[config.mk]
export PLATFORM = sky130hd
export DESIGN_NAME = sacfs_core
export DESIGN_NICKNAME = d
export VERILOG_FILES = /design/src/rtl/sacfs_pkg.sv /design/src/rtl/sacfs_fifo.sv /design/src/rtl/sacfs_core.sv
export SDC_FILE = /design/constraint.sdc
export NUM_CORES = 1
export LEC_CHECK = 0
export ABC_AREA = 0
export BUFFER_PORTS_ARGS = -buffer_cell sky130_fd_sc_hd__buf_2
export CAP_MARGIN = 20
export CORE_MARGIN = 2
export CORE_UTILIZATION = 45
export DETAILED_ROUTE_END_ITERATION = 16
export PLACE_DENSITY = 0.67
export SYNTH_ARGS = -nofsm -noshare
export SYNTH_HDL_FRONTEND = slang
export SYNTH_HIERARCHICAL = 1
export SYNTH_SLANG_ARGS = --single-unit
[constraint.sdc]
create_clock -name i_clk_sys -period 4 [get_ports i_clk_sys]
set_clock_uncertainty 0.1 [all_clocks]
set_input_delay 0 -clock i_clk_sys [delete_from_list [all_inputs] [get_ports i_clk_sys]]
set_output_delay 0 -clock i_clk_sys [all_outputs]
set_load 0.01 [all_outputs]
[src/rtl/sacfs_pkg.sv]
/*
  Constants, field layouts and carrier types for the sub-audio, code-squelch,
  level-adjust, gain-loop and fast FSK signalling block.
  Assumes a single 100 MHz system clock and an active-low asynchronous reset.
*/
package sacfs_pkg;

  localparam int unsigned SACFS_CLK_HZ = 100_000_000;
  localparam int unsigned SACFS_BAUD = 1200;
  // Bit time rounds down to whole cycles.
  localparam int unsigned SACFS_BIT_CYCLES = SACFS_CLK_HZ / SACFS_BAUD;
  localparam int unsigned SACFS_F_ONE_HZ = 1200;
  localparam int unsigned SACFS_F_ZERO_HZ = 1800;
  localparam int unsigned SACFS_F_TURNOFF_HZ = 134;
  localparam logic [31:0] SACFS_INC_ONE =
    32'((64'(SACFS_F_ONE_HZ) << 32) / 64'(SACFS_CLK_HZ));
  localparam logic [31:0] SACFS_INC_ZERO =
    32'((64'(SACFS_F_ZERO_HZ) << 32) / 64'(SACFS_CLK_HZ));
  localparam logic [31:0] SACFS_INC_TURNOFF =
    32'((64'(SACFS_F_TURNOFF_HZ) << 32) / 64'(SACFS_CLK_HZ));

  localparam int unsigned SACFS_FSK_ENABLE_BIT = 8;

  localparam logic [7:0] SACFS_DCS_NONE = 8'h00;
  localparam logic [7:0] SACFS_DCS_USER = 8'h54;
  localparam logic [7:0] SACFS_DCS_INV_OFS = 8'h64;
  localparam logic [7:0] SACFS_DCS_INV_MAX = 8'hB8;
  localparam logic [7:0] SACFS_TONE_NONE = 8'hC8;
  localparam logic [7:0] SACFS_TONE_USER = 8'hFC;
  localparam logic [7:0] SACFS_TONE_PHASE = 8'hFD;
  localparam logic [7:0] SACFS_TONE_TURNOFF = 8'hFE;
  localparam logic [7:0] SACFS_TONE_INVALID = 8'hFF;

  // Analogue control register level fields, 4 bits each, 8 is unity.
  localparam int unsigned SACFS_LVL_VOICE_LSB = 0;
  localparam int unsigned SACFS_LVL_INBAND_LSB = 4;
  localparam int unsigned SACFS_LVL_SUB_LSB = 8;
  localparam int unsigned SACFS_LVL_SHIFT = 3;

  // Gain loop parameter layout.
  localparam int unsigned SACFS_AGC_MAXG_LSB = 4;
  localparam int unsigned SACFS_AGC_DECAY_SHIFT = 8;
  localparam logic [3:0] SACFS_AGC_GAIN_RESET = 4'h0;

  localparam logic [7:0] SACFS_STATUS_RESET = 8'hFF;

  typedef enum logic [3:0] {
    SACFS_SUB_OFF = 4'b0001,
    SACFS_SUB_DCS = 4'b0010,
    SACFS_SUB_TONE = 4'b0100,
    SACFS_SUB_TURNOFF = 4'b1000
  } sacfs_sub_kind_t;

  typedef struct packed {
    sacfs_sub_kind_t kind;
    logic [6:0] index;
    logic inverted;
    logic user;
  } sacfs_sub_sel_t;

  typedef struct packed {
    logic signed [15:0] voice;
    logic signed [15:0] inband;
    logic signed [15:0] sub;
  } sacfs_audio_t;

  typedef struct packed {
    logic [7:0] threshold;
    logic [3:0] bandwidth;
  } sacfs_det_cfg_t;

  typedef enum logic [1:0] {
    SACFS_FSK_IDLE = 2'b01,
    SACFS_FSK_SEND = 2'b10
  } sacfs_fsk_state_t;

endpackage

[src/rtl/sacfs_fifo.sv]
/*
  Small synchronous FIFO with valid/ready on both sides.
  Assumes one clock; full and empty come straight from the occupancy count.
*/
`timescale 1ns/1ps
module sacfs_fifo #(
  parameter int unsigned WIDTH = 8,
  parameter int unsigned DEPTH = 4
) (
  input wire logic i_clk_sys,
  input wire logic i_resetn,
  input wire logic i_in_valid,
  output logic o_in_ready,
  input wire logic [WIDTH-1:0] i_in_data,
  output logic o_out_valid,
  input wire logic i_out_ready,
  output logic [WIDTH-1:0] o_out_data
);
  localparam int unsigned AW = (DEPTH > 1) ? $clog2(DEPTH) : 1;
  logic [WIDTH-1:0] mem_r [DEPTH];
  logic [AW-1:0] wr_ptr_r;
  logic [AW-1:0] rd_ptr_r;
  logic [AW:0] count_r;
  logic push;
  logic pop;

  assign o_in_ready = (count_r != (AW+1)'(DEPTH));
  assign o_out_valid = (count_r != '0);
  assign push = i_in_valid && o_in_ready;
  assign pop = o_out_valid && i_out_ready;
  assign o_out_data = mem_r[rd_ptr_r];

  always_ff @(posedge i_clk_sys) begin
    if (push) begin
      mem_r[wr_ptr_r] <= i_in_data;
    end
  end

  always_ff @(posedge i_clk_sys or negedge i_resetn) begin
    if (!i_resetn) begin
      wr_ptr_r <= '0;
      rd_ptr_r <= '0;
      count_r <= '0;
    end else begin
      if (push) begin
        wr_ptr_r <= (wr_ptr_r == AW'(DEPTH - 1)) ? '0 : wr_ptr_r + 1'b1;
      end
      if (pop) begin
        rd_ptr_r <= (rd_ptr_r == AW'(DEPTH - 1)) ? '0 : rd_ptr_r + 1'b1;
      end
      if (push && !pop) begin
        count_r <= count_r + 1'b1;
      end else if (pop && !push) begin
        count_r <= count_r - 1'b1;
      end
    end
  end
endmodule

[src/rtl/sacfs_core.sv]
/*
  Analogue signalling core: microphone gain loop, level adjustment, sub-audio
  code mapping in both directions, phase-change handling and the fast FSK
  modulator fed through a small FIFO.
  Assumes every input comes from logic on i_clk_sys; the host-side register
  values arrive as plain ports already decoded by the control-port logic.
*/
`timescale 1ns/1ps
module sacfs_core
  import sacfs_pkg::*;
#(
  parameter int unsigned BIT_CYCLES = SACFS_BIT_CYCLES,
  parameter int unsigned FIFO_DEPTH = 4
) (
  input wire logic i_clk_sys,
  input wire logic i_resetn,
  input wire logic [15:0] i_mode_control_reg,
  input wire logic [7:0] i_analogue_mode_reg,
  input wire logic [15:0] i_analogue_control_reg,
  input wire logic i_analogue_control_wr,
  input wire logic [7:0] i_subaudio_config_param,
  input wire logic [7:0] i_agc_threshold_param,
  input wire logic [7:0] i_agc_max_gain_decay_param,
  input wire logic [11:0] i_subaudio_detector_setup_param,
  input wire logic i_agc_enable,
  input wire logic [3:0] i_host_in1_gain,
  input wire logic i_mic_stb,
  input wire logic [7:0] i_mic_level,
  input wire logic i_subaudio_tx_en,
  input wire logic i_tail_elim,
  input wire logic i_tail_invert_mode,
  input wire sacfs_audio_t i_tx_audio,
  input wire sacfs_audio_t i_rx_audio,
  input wire logic i_rx_det_stb,
  input wire logic i_rx_det_is_dcs,
  input wire logic [6:0] i_rx_det_index,
  input wire logic i_rx_det_inverted,
  input wire logic i_rx_phase_rev,
  input wire logic i_fsk_data_valid,
  output logic o_fsk_data_ready,
  input wire logic [7:0] i_fsk_data,
  output logic [3:0] o_in1_gain,
  output sacfs_audio_t o_tx_audio,
  output sacfs_audio_t o_rx_audio,
  output sacfs_sub_sel_t o_tx_sub_sel,
  output logic [31:0] o_sub_phase_inc,
  output logic o_tone_phase_flip,
  output logic o_mod_invert,
  output sacfs_det_cfg_t o_det_cfg,
  output logic o_phase_det_active,
  output logic [7:0] o_aux_status_code,
  output logic o_aux_status_stb,
  output logic o_fsk_active,
  output logic o_fsk_bit,
  output logic [7:0] o_fsk_phase
);

  // Level scaling: 4-bit gain, 8 is unity, result saturates to 16 bits.
  function automatic logic signed [15:0] scale(input logic signed [15:0] s,
                                               input logic [3:0] g);
    logic signed [20:0] p;
    logic signed [20:0] q;
    p = s * $signed({1'b0, g});
    q = p >>> SACFS_LVL_SHIFT;
    if (q > 21'sd32767) begin
      scale = 16'sh7FFF;
    end else if (q < -21'sd32768) begin
      scale = -16'sh8000;
    end else begin
      scale = q[15:0];
    end
  endfunction

  // Map an 8-bit register code onto the kind of sub-audio signal.
  function automatic sacfs_sub_sel_t decode(input logic [7:0] c);
    decode = '{kind: SACFS_SUB_OFF, index: 7'h00, inverted: 1'b0, user: 1'b0};
    if (c >= 8'h01 && c <= SACFS_DCS_USER) begin
      decode.kind = SACFS_SUB_DCS;
      decode.index = c[6:0];
      decode.user = (c == SACFS_DCS_USER);
    end else if (c > SACFS_DCS_INV_OFS && c <= SACFS_DCS_INV_MAX) begin
      decode.kind = SACFS_SUB_DCS;
      decode.index = 7'(c - SACFS_DCS_INV_OFS);
      decode.inverted = 1'b1;
      decode.user = (c == SACFS_DCS_INV_MAX);
    end else if (c > SACFS_TONE_NONE && c <= SACFS_TONE_USER) begin
      decode.kind = SACFS_SUB_TONE;
      decode.index = 7'(c - SACFS_TONE_NONE);
      decode.user = (c == SACFS_TONE_USER);
    end else if (c == SACFS_TONE_TURNOFF) begin
      decode.kind = SACFS_SUB_TURNOFF;
    end
  endfunction

  logic [3:0] gain_r;
  logic [15:0] decay_cnt_r;
  logic [15:0] decay_limit;
  logic [3:0] max_gain;
  sacfs_sub_sel_t code_sel;
  sacfs_sub_sel_t sub_sel_r;
  logic tail_r;
  logic tone_running;
  logic flip_r;
  logic invert_r;
  logic [7:0] status_r;
  logic status_stb_r;
  sacfs_audio_t tx_r;
  sacfs_audio_t rx_r;
  sacfs_det_cfg_t det_r;
  sacfs_fsk_state_t fsk_state_r;
  logic fsk_en;
  logic [$clog2(BIT_CYCLES)-1:0] bit_cnt_r;
  logic bit_end;
  logic [7:0] shift_r;
  logic [2:0] bits_left_r;
  logic have_byte_r;
  logic cur_bit_r;
  logic [31:0] acc_r;
  logic [31:0] sub_inc_r;
  logic fifo_valid;
  logic fifo_pop;
  logic [7:0] fifo_data;

  assign max_gain = i_agc_max_gain_decay_param[7:SACFS_AGC_MAXG_LSB];
  assign decay_limit = {4'h0, i_agc_max_gain_decay_param[3:0], 8'h00};

  // The loop only moves on mic samples, so gain steps track the speech envelope.
  always_ff @(posedge i_clk_sys or negedge i_resetn) begin
    if (!i_resetn) begin
      gain_r <= SACFS_AGC_GAIN_RESET;
      decay_cnt_r <= 16'h0000;
    end else if (!i_agc_enable) begin
      gain_r <= i_host_in1_gain;
      decay_cnt_r <= 16'h0000;
    end else if (i_mic_stb) begin
      if (gain_r > max_gain) begin
        gain_r <= max_gain;
      end else if (i_mic_level > i_agc_threshold_param) begin
        decay_cnt_r <= 16'h0000;
        if (gain_r != 4'h0) begin
          gain_r <= gain_r - 4'h1;
        end
      end else if (decay_cnt_r >= decay_limit) begin
        decay_cnt_r <= 16'h0000;
        if (gain_r < max_gain) begin
          gain_r <= gain_r + 4'h1;
        end
      end else begin
        decay_cnt_r <= decay_cnt_r + 16'h0001;
      end
    end
  end
  // Host gain is ignored while the loop is on, so its writes cannot fight it.
  assign o_in1_gain = gain_r;

  // Both paths run every cycle, so detection never stalls voice.
  always_ff @(posedge i_clk_sys or negedge i_resetn) begin
    if (!i_resetn) begin
      tx_r <= '0;
      rx_r <= '0;
    end else begin
      tx_r.voice <= scale(i_tx_audio.voice, i_analogue_control_reg[SACFS_LVL_VOICE_LSB+:4]);
      tx_r.inband <= scale(i_tx_audio.inband, i_analogue_control_reg[SACFS_LVL_INBAND_LSB+:4]);
      tx_r.sub <= scale(i_tx_audio.sub, i_analogue_control_reg[SACFS_LVL_SUB_LSB+:4]);
      rx_r.voice <= scale(i_rx_audio.voice, i_analogue_control_reg[SACFS_LVL_VOICE_LSB+:4]);
      rx_r.inband <= scale(i_rx_audio.inband, i_analogue_control_reg[SACFS_LVL_INBAND_LSB+:4]);
      rx_r.sub <= scale(i_rx_audio.sub, i_analogue_control_reg[SACFS_LVL_SUB_LSB+:4]);
    end
  end
  assign o_tx_audio = tx_r;
  assign o_rx_audio = rx_r;

  assign code_sel = decode(i_analogue_mode_reg);
  assign tone_running = i_subaudio_tx_en && (sub_sel_r.kind == SACFS_SUB_TONE);

  // Transmit selection; outside invert mode the tail request swaps a code for the turn-off tone.
  always_ff @(posedge i_clk_sys or negedge i_resetn) begin
    if (!i_resetn) begin
      sub_sel_r <= '{kind: SACFS_SUB_OFF, index: 7'h00, inverted: 1'b0, user: 1'b0};
      sub_inc_r <= 32'h0000_0000;
      tail_r <= 1'b0;
    end else begin
      tail_r <= i_tail_elim;
      if (i_tail_elim && !i_tail_invert_mode && code_sel.kind == SACFS_SUB_DCS) begin
        sub_sel_r <= '{kind: SACFS_SUB_TURNOFF, index: 7'h00, inverted: 1'b0, user: 1'b0};
        sub_inc_r <= SACFS_INC_TURNOFF;
      end else begin
        sub_sel_r <= code_sel;
        sub_inc_r <= (code_sel.kind == SACFS_SUB_TURNOFF) ? SACFS_INC_TURNOFF : 32'h0000_0000;
      end
    end
  end
  assign o_tx_sub_sel = sub_sel_r;
  assign o_sub_phase_inc = sub_inc_r;

  // Tone phase flips on a control write, or on tail start in phase mode.
  always_ff @(posedge i_clk_sys or negedge i_resetn) begin
    if (!i_resetn) begin
      flip_r <= 1'b0;
      invert_r <= 1'b0;
    end else begin
      if (tone_running && (i_analogue_control_wr ||
          (i_tail_elim && !tail_r && !i_tail_invert_mode))) begin
        flip_r <= ~flip_r;
      end
      invert_r <= i_tail_elim && i_tail_invert_mode;
    end
  end
  assign o_tone_phase_flip = flip_r;
  assign o_mod_invert = invert_r;

  always_ff @(posedge i_clk_sys or negedge i_resetn) begin
    if (!i_resetn) begin
      det_r <= '0;
    end else begin
      det_r <= i_subaudio_detector_setup_param;
    end
  end
  assign o_det_cfg = det_r;
  assign o_phase_det_active = i_subaudio_config_param[2];

  // Receive status; an enabled phase reversal outranks a simultaneous tone report.
  always_ff @(posedge i_clk_sys or negedge i_resetn) begin
    if (!i_resetn) begin
      status_r <= SACFS_STATUS_RESET;
      status_stb_r <= 1'b0;
    end else begin
      status_stb_r <= 1'b0;
      if (i_rx_phase_rev && i_subaudio_config_param[2]) begin
        status_r <= SACFS_TONE_PHASE;
        status_stb_r <= 1'b1;
      end else if (i_rx_det_stb) begin
        status_stb_r <= 1'b1;
        if (i_rx_det_is_dcs) begin
          if (i_rx_det_index > SACFS_DCS_USER[6:0]) begin
            status_r <= SACFS_TONE_INVALID;
          end else begin
            status_r <= {1'b0, i_rx_det_index} +
                        (i_rx_det_inverted ? SACFS_DCS_INV_OFS : 8'h00);
          end
        end else if (i_rx_det_index > 7'(SACFS_TONE_USER - SACFS_TONE_NONE)) begin
          status_r <= SACFS_TONE_INVALID;
        end else begin
          status_r <= SACFS_TONE_NONE + {1'b0, i_rx_det_index};
        end
      end
    end
  end
  assign o_aux_status_code = status_r;
  assign o_aux_status_stb = status_stb_r;

  assign fsk_en = i_mode_control_reg[SACFS_FSK_ENABLE_BIT];
  assign bit_end = (bit_cnt_r == ($clog2(BIT_CYCLES))'(BIT_CYCLES - 1));
  assign fifo_pop = bit_end && (bits_left_r == 3'h0) && (fsk_state_r == SACFS_FSK_SEND);

  sacfs_fifo #(
    .WIDTH(8),
    .DEPTH(FIFO_DEPTH)
  ) u_fifo (
    .i_clk_sys(i_clk_sys),
    .i_resetn(i_resetn),
    .i_in_valid(i_fsk_data_valid),
    .o_in_ready(o_fsk_data_ready),
    .i_in_data(i_fsk_data),
    .o_out_valid(fifo_valid),
    .i_out_ready(fifo_pop),
    .o_out_data(fifo_data)
  );

  always_ff @(posedge i_clk_sys or negedge i_resetn) begin
    if (!i_resetn) begin
      fsk_state_r <= SACFS_FSK_IDLE;
    end else begin
      unique case (fsk_state_r)
        SACFS_FSK_IDLE: begin
          if (fsk_en) begin
            fsk_state_r <= SACFS_FSK_SEND;
          end
        end
        SACFS_FSK_SEND: begin
          if (!fsk_en) begin
            fsk_state_r <= SACFS_FSK_IDLE;
          end
        end
      endcase
    end
  end

  // Baud divider and serialiser; an empty FIFO sends ones as idle fill.
  always_ff @(posedge i_clk_sys or negedge i_resetn) begin
    if (!i_resetn) begin
      bit_cnt_r <= '0;
      shift_r <= 8'h00;
      bits_left_r <= 3'h0;
      have_byte_r <= 1'b0;
      cur_bit_r <= 1'b1;
    end else if (fsk_state_r != SACFS_FSK_SEND) begin
      bit_cnt_r <= '0;
      bits_left_r <= 3'h0;
      have_byte_r <= 1'b0;
      cur_bit_r <= 1'b1;
    end else if (bit_end) begin
      bit_cnt_r <= '0;
      if (bits_left_r != 3'h0) begin
        cur_bit_r <= shift_r[7];
        shift_r <= {shift_r[6:0], 1'b0};
        bits_left_r <= bits_left_r - 3'h1;
      end else if (fifo_valid) begin
        cur_bit_r <= fifo_data[7];
        shift_r <= {fifo_data[6:0], 1'b0};
        bits_left_r <= 3'h7;
        have_byte_r <= 1'b1;
      end else begin
        cur_bit_r <= 1'b1;
        have_byte_r <= 1'b0;
      end
    end else begin
      bit_cnt_r <= bit_cnt_r + 1'b1;
    end
  end

  // The accumulator is never reset at bit edges, only its step changes.
  always_ff @(posedge i_clk_sys or negedge i_resetn) begin
    if (!i_resetn) begin
      acc_r <= 32'h0000_0000;
    end else if (fsk_state_r == SACFS_FSK_SEND) begin
      acc_r <= acc_r + (cur_bit_r ? SACFS_INC_ONE : SACFS_INC_ZERO);
    end
  end

  assign o_fsk_active = (fsk_state_r == SACFS_FSK_SEND) && have_byte_r;
  assign o_fsk_bit = cur_bit_r;
  assign o_fsk_phase = acc_r[31:24];

endmodule

Word level (Yosys, flattened, before mapping)
Memories as Yosys holds them, arrays and structs flattened.
Cells that the tools add are included.

storage, ports and cells
  logic and storage cells = 208
  register bits = 256
  output and inout port bits = 180
  memories = 1
  memory bits (writable) = 32
  bits of input ports = 212

memory list
  memory        words  bits a word  read ports  clocked after memory_dff  wr ports  RTL line          text
  u_fifo.mem_r  4      8            1           0                         1         sacfs_fifo.sv:20  logic [WIDTH-1:0] mem_r [DEPTH];

cells by class
  $lt $le $gt $ge = 24
  $mul = 6
  equality and inequality tests = 22
  $add $sub $neg = 14
  bitwise logic cells = 2
  reduce and logical (&&, ||, !) cells = 38
  muxes and demuxes = 71

operator list
  kind                     number
  $mux W16                 17
  $mul A16 B5 Y21          6
  $gt A18 B16 Y1 const B   6
  $lt A18 B16 Y1 const B   6
  $mux W8                  7
  $mux W17                 3
  $mux W13                 3
  $mux W4                  9
  $add A32 B17 Y32         1
  $eq A8 B8 Y1 const B     3
  $mux W11                 2
  $logic_and A1 B1 Y1      18
  $mux W3                  6
  $add A17 B1 Y17 const B  1
  $eq A17 B17 Y1 const B   1
  $mux W1                  17
  $add A16 B1 Y16 const B  1
  $ge A16 B12 Y1           1
  $le A8 B8 Y1 const B     2
  $mux W7                  2
  $sub A7 B7 Y7 const B    2
  $ne A2 B2 Y1 const B     5
  $reduce_bool A3 Y1       3
  $add A7 B7 Y8            1
  other kinds (36)         54

Longest topological paths before layout
  depth in word-level cells = 8
  mapped depth = 19
  gate-level depth less buffers = 16

Cells and area by module
The synthesis kept the hierarchy.

modules (own cells, without submodules)
  module      times used  sequential area each (um2)  area an instance (um2)  cells an instance
  sacfs_core  1           5444.0                      24897.6                 2896
  sacfs_fifo  1           1136.1                      1599.0                  79

Worst setup path after synthesis
No wires, ideal clock.

  path type = input port to flip-flop
  from = input i_analogue_control_reg[2]
  to = register tx_r, in the netlist o_tx_audio[46]
  path slack = -0.146 ns
  path buffers = 1
  library setup time = 0.124 ns
  required time = 3.776 ns
  data arrival time = 3.922 ns
  stages on the path = 16
  path through = clkbuf_1 > and2_1 > ha_1 > inv_1 > fa_1 > fa_1 > inv_1 > ha_1 > a21o_1 > or3_1 > o21a_1 > or4_4 > a31oi_4 > o21ai_2 > a41o_1 > o31a_1

on the way
  cells in the longest elaborated chain, start to end = 4
  elaborated cells on any way between the ends = 5
  those cells by class = 1 x mul; 2 x order compare; 2 x mux

RTL lines
  element            RTL line           text
  start, declared    sacfs_core.sv:19   input wire logic [15:0] i_analogue_control_reg,
  $mul A16 B5 Y21 *  sacfs_core.sv:63   p = s * $signed({1'b0, g});
  $lt A18 B16 Y1     sacfs_core.sv:67   end else if (q < -21'sd32768) begin
  $mux W16           sacfs_core.sv:67
  $mux W16 *         sacfs_core.sv:65   if (q > 21'sd32767) begin
  end, declared      sacfs_core.sv:107  sacfs_audio_t tx_r;

Mark *: on every way between the ends. The rest lies on a longest branch, timed or not.
A chain may end at the register's enable or synchronous reset.

Worst setup path after layout
  from = input i_rx_audio[16] (netlist bit)
  to = register rx_r, in the netlist o_rx_audio[24]

on the way
  cells in the longest elaborated chain, start to end = 4
  elaborated cells on any way between the ends = 5
  those cells by class = 1 x mul; 2 x order compare; 2 x mux

RTL lines
  element            RTL line           text
  start, declared    sacfs_core.sv:33   input wire sacfs_audio_t i_rx_audio,
  $mul A16 B5 Y21 *  sacfs_core.sv:63
  $lt A18 B16 Y1     sacfs_core.sv:67
  $mux W16           sacfs_core.sv:67
  $mux W16 *         sacfs_core.sv:65
  end, declared      sacfs_core.sv:108  sacfs_audio_t rx_r;

Marks and branches as above.

==> results.json <==
{
  "track_usage": 0.214,
  "cts_tree": "built",
  "wl_per_cell_um": 14.5,
  "critPathKind": "primary input to register",
  "place_area_um2": 31400,
  "fin_tns_setup_ps": 0,
  "h-tree-depth": 1,
  "port_buffers": 342,
  "syn_area_um2": 26500,
  "worst_pin_slew_ps": 817,
  "worstSetupStartpointType": "primary input",
  "grt_pass1_vias": 22639,
  "hpwl_um": 52500,
  "worstPathRequired_ps": 4410,
  "syn_to_final_growth_pct": 26.5,
  "grt_max_degree": 76,
  "status": "complete, no violations",
  "drcViolationCount": 0,
  "crit_fanout": 10,
  "fmax_mhz": 259,
  "final_cell_area_um2": 33500,
  "fin_total_pwr_mw": 15.5,
  "ir_drop_v": 0.000625,
  "clk_path_buf_depth": 3,
  "grt_pass1_wl_um": 108000,
  "fp.dieW_um": 247,
  "clock-sinks": 256,
  "synth_top_area_frac": 0.201,
  "yosysWarningCount": 6,
  "timing.final.hold_violations": 0,
  "synth_common_cells": "493 x inv_1, 281 x and2_1, 281 x ha_1",
  "gp_congestion": 0.880,
  "initial_core_util": 0.458,
  "routed_wl_um": 65000,
  "p_per_area_nw_per_um2": 463,
  "synth.distinct_cells": 92,
  "fin_nets": 4382,
  "ys_seq_area_frac": 0.248,
  "postSynth.asyncResetShare": 0.875,
  "maxSlewHeadroom": 0.453,
  "worst-path-buf-inv": 6,
  "synth_edf_count": 32,
  "synth_top_cell_by_area": "dfrtp_1",
  "synthTopCellsByArea": "dfrtp_1 20%, fa_1 15%, ha_1 13%, inv_1 7.0%, and2_1 6.6%",
  "ys.flop_type": "dfrtp_1",
  "synth.most_common_cell": "inv_1",
  "syn_inst": 2975,
  "clkTransAtPathRegs_ps": 60,
  "ys_ff_latch": 256,
  "fp-row-count": 88,
  "syn-mean-instance-area_um2": 8.91,
  "max_stage_delay_ps": 540,
  "grt_overflow": 0,
  "core_area_um2": 57900,
  "arrival_ps": 4270,
  "setup_viol": 0,
  "maxCapViolations": 0,
  "avgViaCountPerCell": 4.97,
  "hold_path_class": "primary input to register",
  "drt_iter0_markers": 941,
  "cp_slowest_cell": "fa_1",
  "dieArea_um2": 60800,
  "end_kind": "register",
  "antenna_found_initial": 16,
  "ant_nets": 0,
  "drive_gt1_frac": 0.223,
  "first_pass_iters": 5,
  "die_h_um": 247,
  "report.final.slew_viol_count": 0,
  "cp_top_family": "adder cells",
  "clock_latency_ps": 590,
  "leakagePower_nw": 17.4,
  "fin_crit_sh": 0.965,
  "vias": 22303,
  "numCtsBuffers": 30,
  "worstPathCellList": "dlygate4sd3_1 -> buf_2 -> and2_1 -> ha_1 -> ha_1 -> inv_1 -> fa_1 -> inv_1 -> fa_2 -> a211oi_2 -> o211ai_1 -> a41oi_2 -> nor3_2 -> or3b_4 -> xnor2_4 -> inv_2 -> and2_1 -> buf_12 -> o21ai_1",
  "fin_crit_ps": 3860,
  "cts_root_buf": "clkbuf_16",
  "ioPinCount": 392
}
==> where the power goes <==
group / internal (mW) / leakage (nW) / switching, mW
combinational: 4.11 / 13.9 / 4.72
clock: 1.65 / 0.488 / 1.18
sequential: 3.45 / 3.04 / 0.391
==> worst min-delay path: cells and delay by family <==
kind | cells | cell delay (ps)
adder cells (fa/ha/maj) | 1 | 120
buffers and inverters | 2 | 150
AND/OR/NAND/NOR | 2 | 140
AO/OA/AOI/OAI | 3 | 310
==> routing by layer <==
| metal | track usage | up-vias | routed length [um] |
|---|---|---|---|
| met5 | 0 | - | 132 |
| met4 | 0.0661 | 20 | 2030 |
| met3 | 0.0335 | 119 | 2790 |
| met2 | 0.364 | 376 | 31200 |
| met1 | 0.279 | 10667 | 28900 |
| li1 | - | 11121 | - |
==> cell families after synthesis <==
group	Yosys count	share of synthesized area
AOI/OAI and AO/OA	574	0.138
xor gates and xnor gates	174	0.0594
adders and majority gates	482	0.285
buffers and inverters	618	0.0938
DFF	256	0.248
muxes	20	0.0119
other	1	0.000142
and+or+nand+nor	850	0.164
==> cells in the final DEF, fill, tap and decap left out, drive strengths merged, types with 7 or more instances in the layout <==
| master | netlist | routed |
|---|---|---|
| mux2 | 7 | 7 |
| o21a | 21 | 21 |
| or3 | 7 | 7 |
| fa | 201 | 201 |
| o22ai | 9 | 9 |
| clkbuf | 74 | 39 |
| a21oi | 168 | 168 |
| nor3 | 25 | 25 |
| o31ai | 8 | 8 |
| o21ai | 168 | 168 |
| a211o | 7 | 7 |
| and2 | 281 | 281 |
| dlygate4sd3 | 0 | 95 |
| xor2 | 61 | 61 |
| mux4 | 8 | 8 |
| buf | 50 | 685 |
| conb | 1 | 23 |
| nand3 | 52 | 52 |
| edfxtp | 32 | 32 |
| a21o | 60 | 60 |
| nor2 | 135 | 135 |
| o21bai | 12 | 12 |
| dfstp | 11 | 11 |
| a31oi | 21 | 21 |
| xnor2 | 113 | 113 |
| inv | 494 | 499 |
| a211oi | 20 | 20 |
| and3 | 17 | 17 |
| nor4 | 7 | 7 |
| o211ai | 12 | 12 |
| nand4 | 26 | 26 |
| ha | 281 | 281 |
| nand2 | 242 | 242 |
| o221ai | 8 | 8 |
| nor2b | 14 | 14 |
| nand2b | 14 | 14 |
| dfrtp | 213 | 213 |
| diode | 0 | 8 |
==> metrics by stage <==
| stage | cells | hold WS (ps) | worst slack, ps | util |
|---|---|---|---|---|
| 2_1_floorplan | 2997 | -396 | 1.12 | - |
| 3_3_place_gp | 4321 | -86.4 | -328 | 0.542 |
| 3_5_place_dp | 4321 | -87.4 | -417 | 0.542 |
| 4_1_cts | 4474 | 21.6 | 124 | 0.577 |
| 5_1_grt | 4482 | 60.2 | -26.5 | 0.579 |
| 6_report | 4485 | 60.3 | 142 | 0.579 |
==> area by class of cell <==
| type | instances | area [um^2] |
|---|---|---|
| fill | 5247 | 24400 |
| multi-input combinational | 2123 | 17700 |
| sequential | 256 | 6580 |
| timing repair buffer | 783 | 5380 |
| inverter | 494 | 1850 |
| tap | 765 | 957 |
| clock buffer | 37 | 807 |
| clock inverter | 19 | 228 |
| antenna | 8 | 20.0 |
==> flip-flops by register name, indices dropped and copies added (netlist names), 2 cells and up <==
register and count:
u_fifo/rd_ptr_r 2, decay_cnt_r 16, bits_left_r 3, o_aux_status_code 8, o_det_cfg 12, bit_cnt_r 17
u_fifo/count_r 3, o_tx_sub_sel 13, acc_r 32, fsk_state_r 2, o_rx_audio 48, shift_r 7
u_fifo/mem_r 32, o_tx_audio 48, o_in1_gain 4, u_fifo/wr_ptr_r 2
==> path summary, 6_finish.rpt <==
kind	start	endpoint	slack, ps	depth (start not counted)
min in group asynchronous	i_resetn	o_fsk_bit	460	3
setup / recovery	i_rx_audio[16]	o_rx_audio[24]	140	19
hold reg to reg	acc_r[31]	acc_r[31]	360	1
hold / removal	i_agc_max_gain_decay_param[2]	decay_cnt_r[2]	60	8
setup reg to reg	o_fsk_bit	acc_r[29]	570	9
max in group asynchronous	i_resetn	o_tx_audio[26]	2680	4
==> repair_timing <==
item                                   CTS  global route
gates resized for setup                  0            18
setup endpoints to repair                0            38
setup buffers                            0             2
hold buffers                            97             0
endpoints found under the hold margin  301             0
Note: power is estimated with default switching activity, not from simulation.
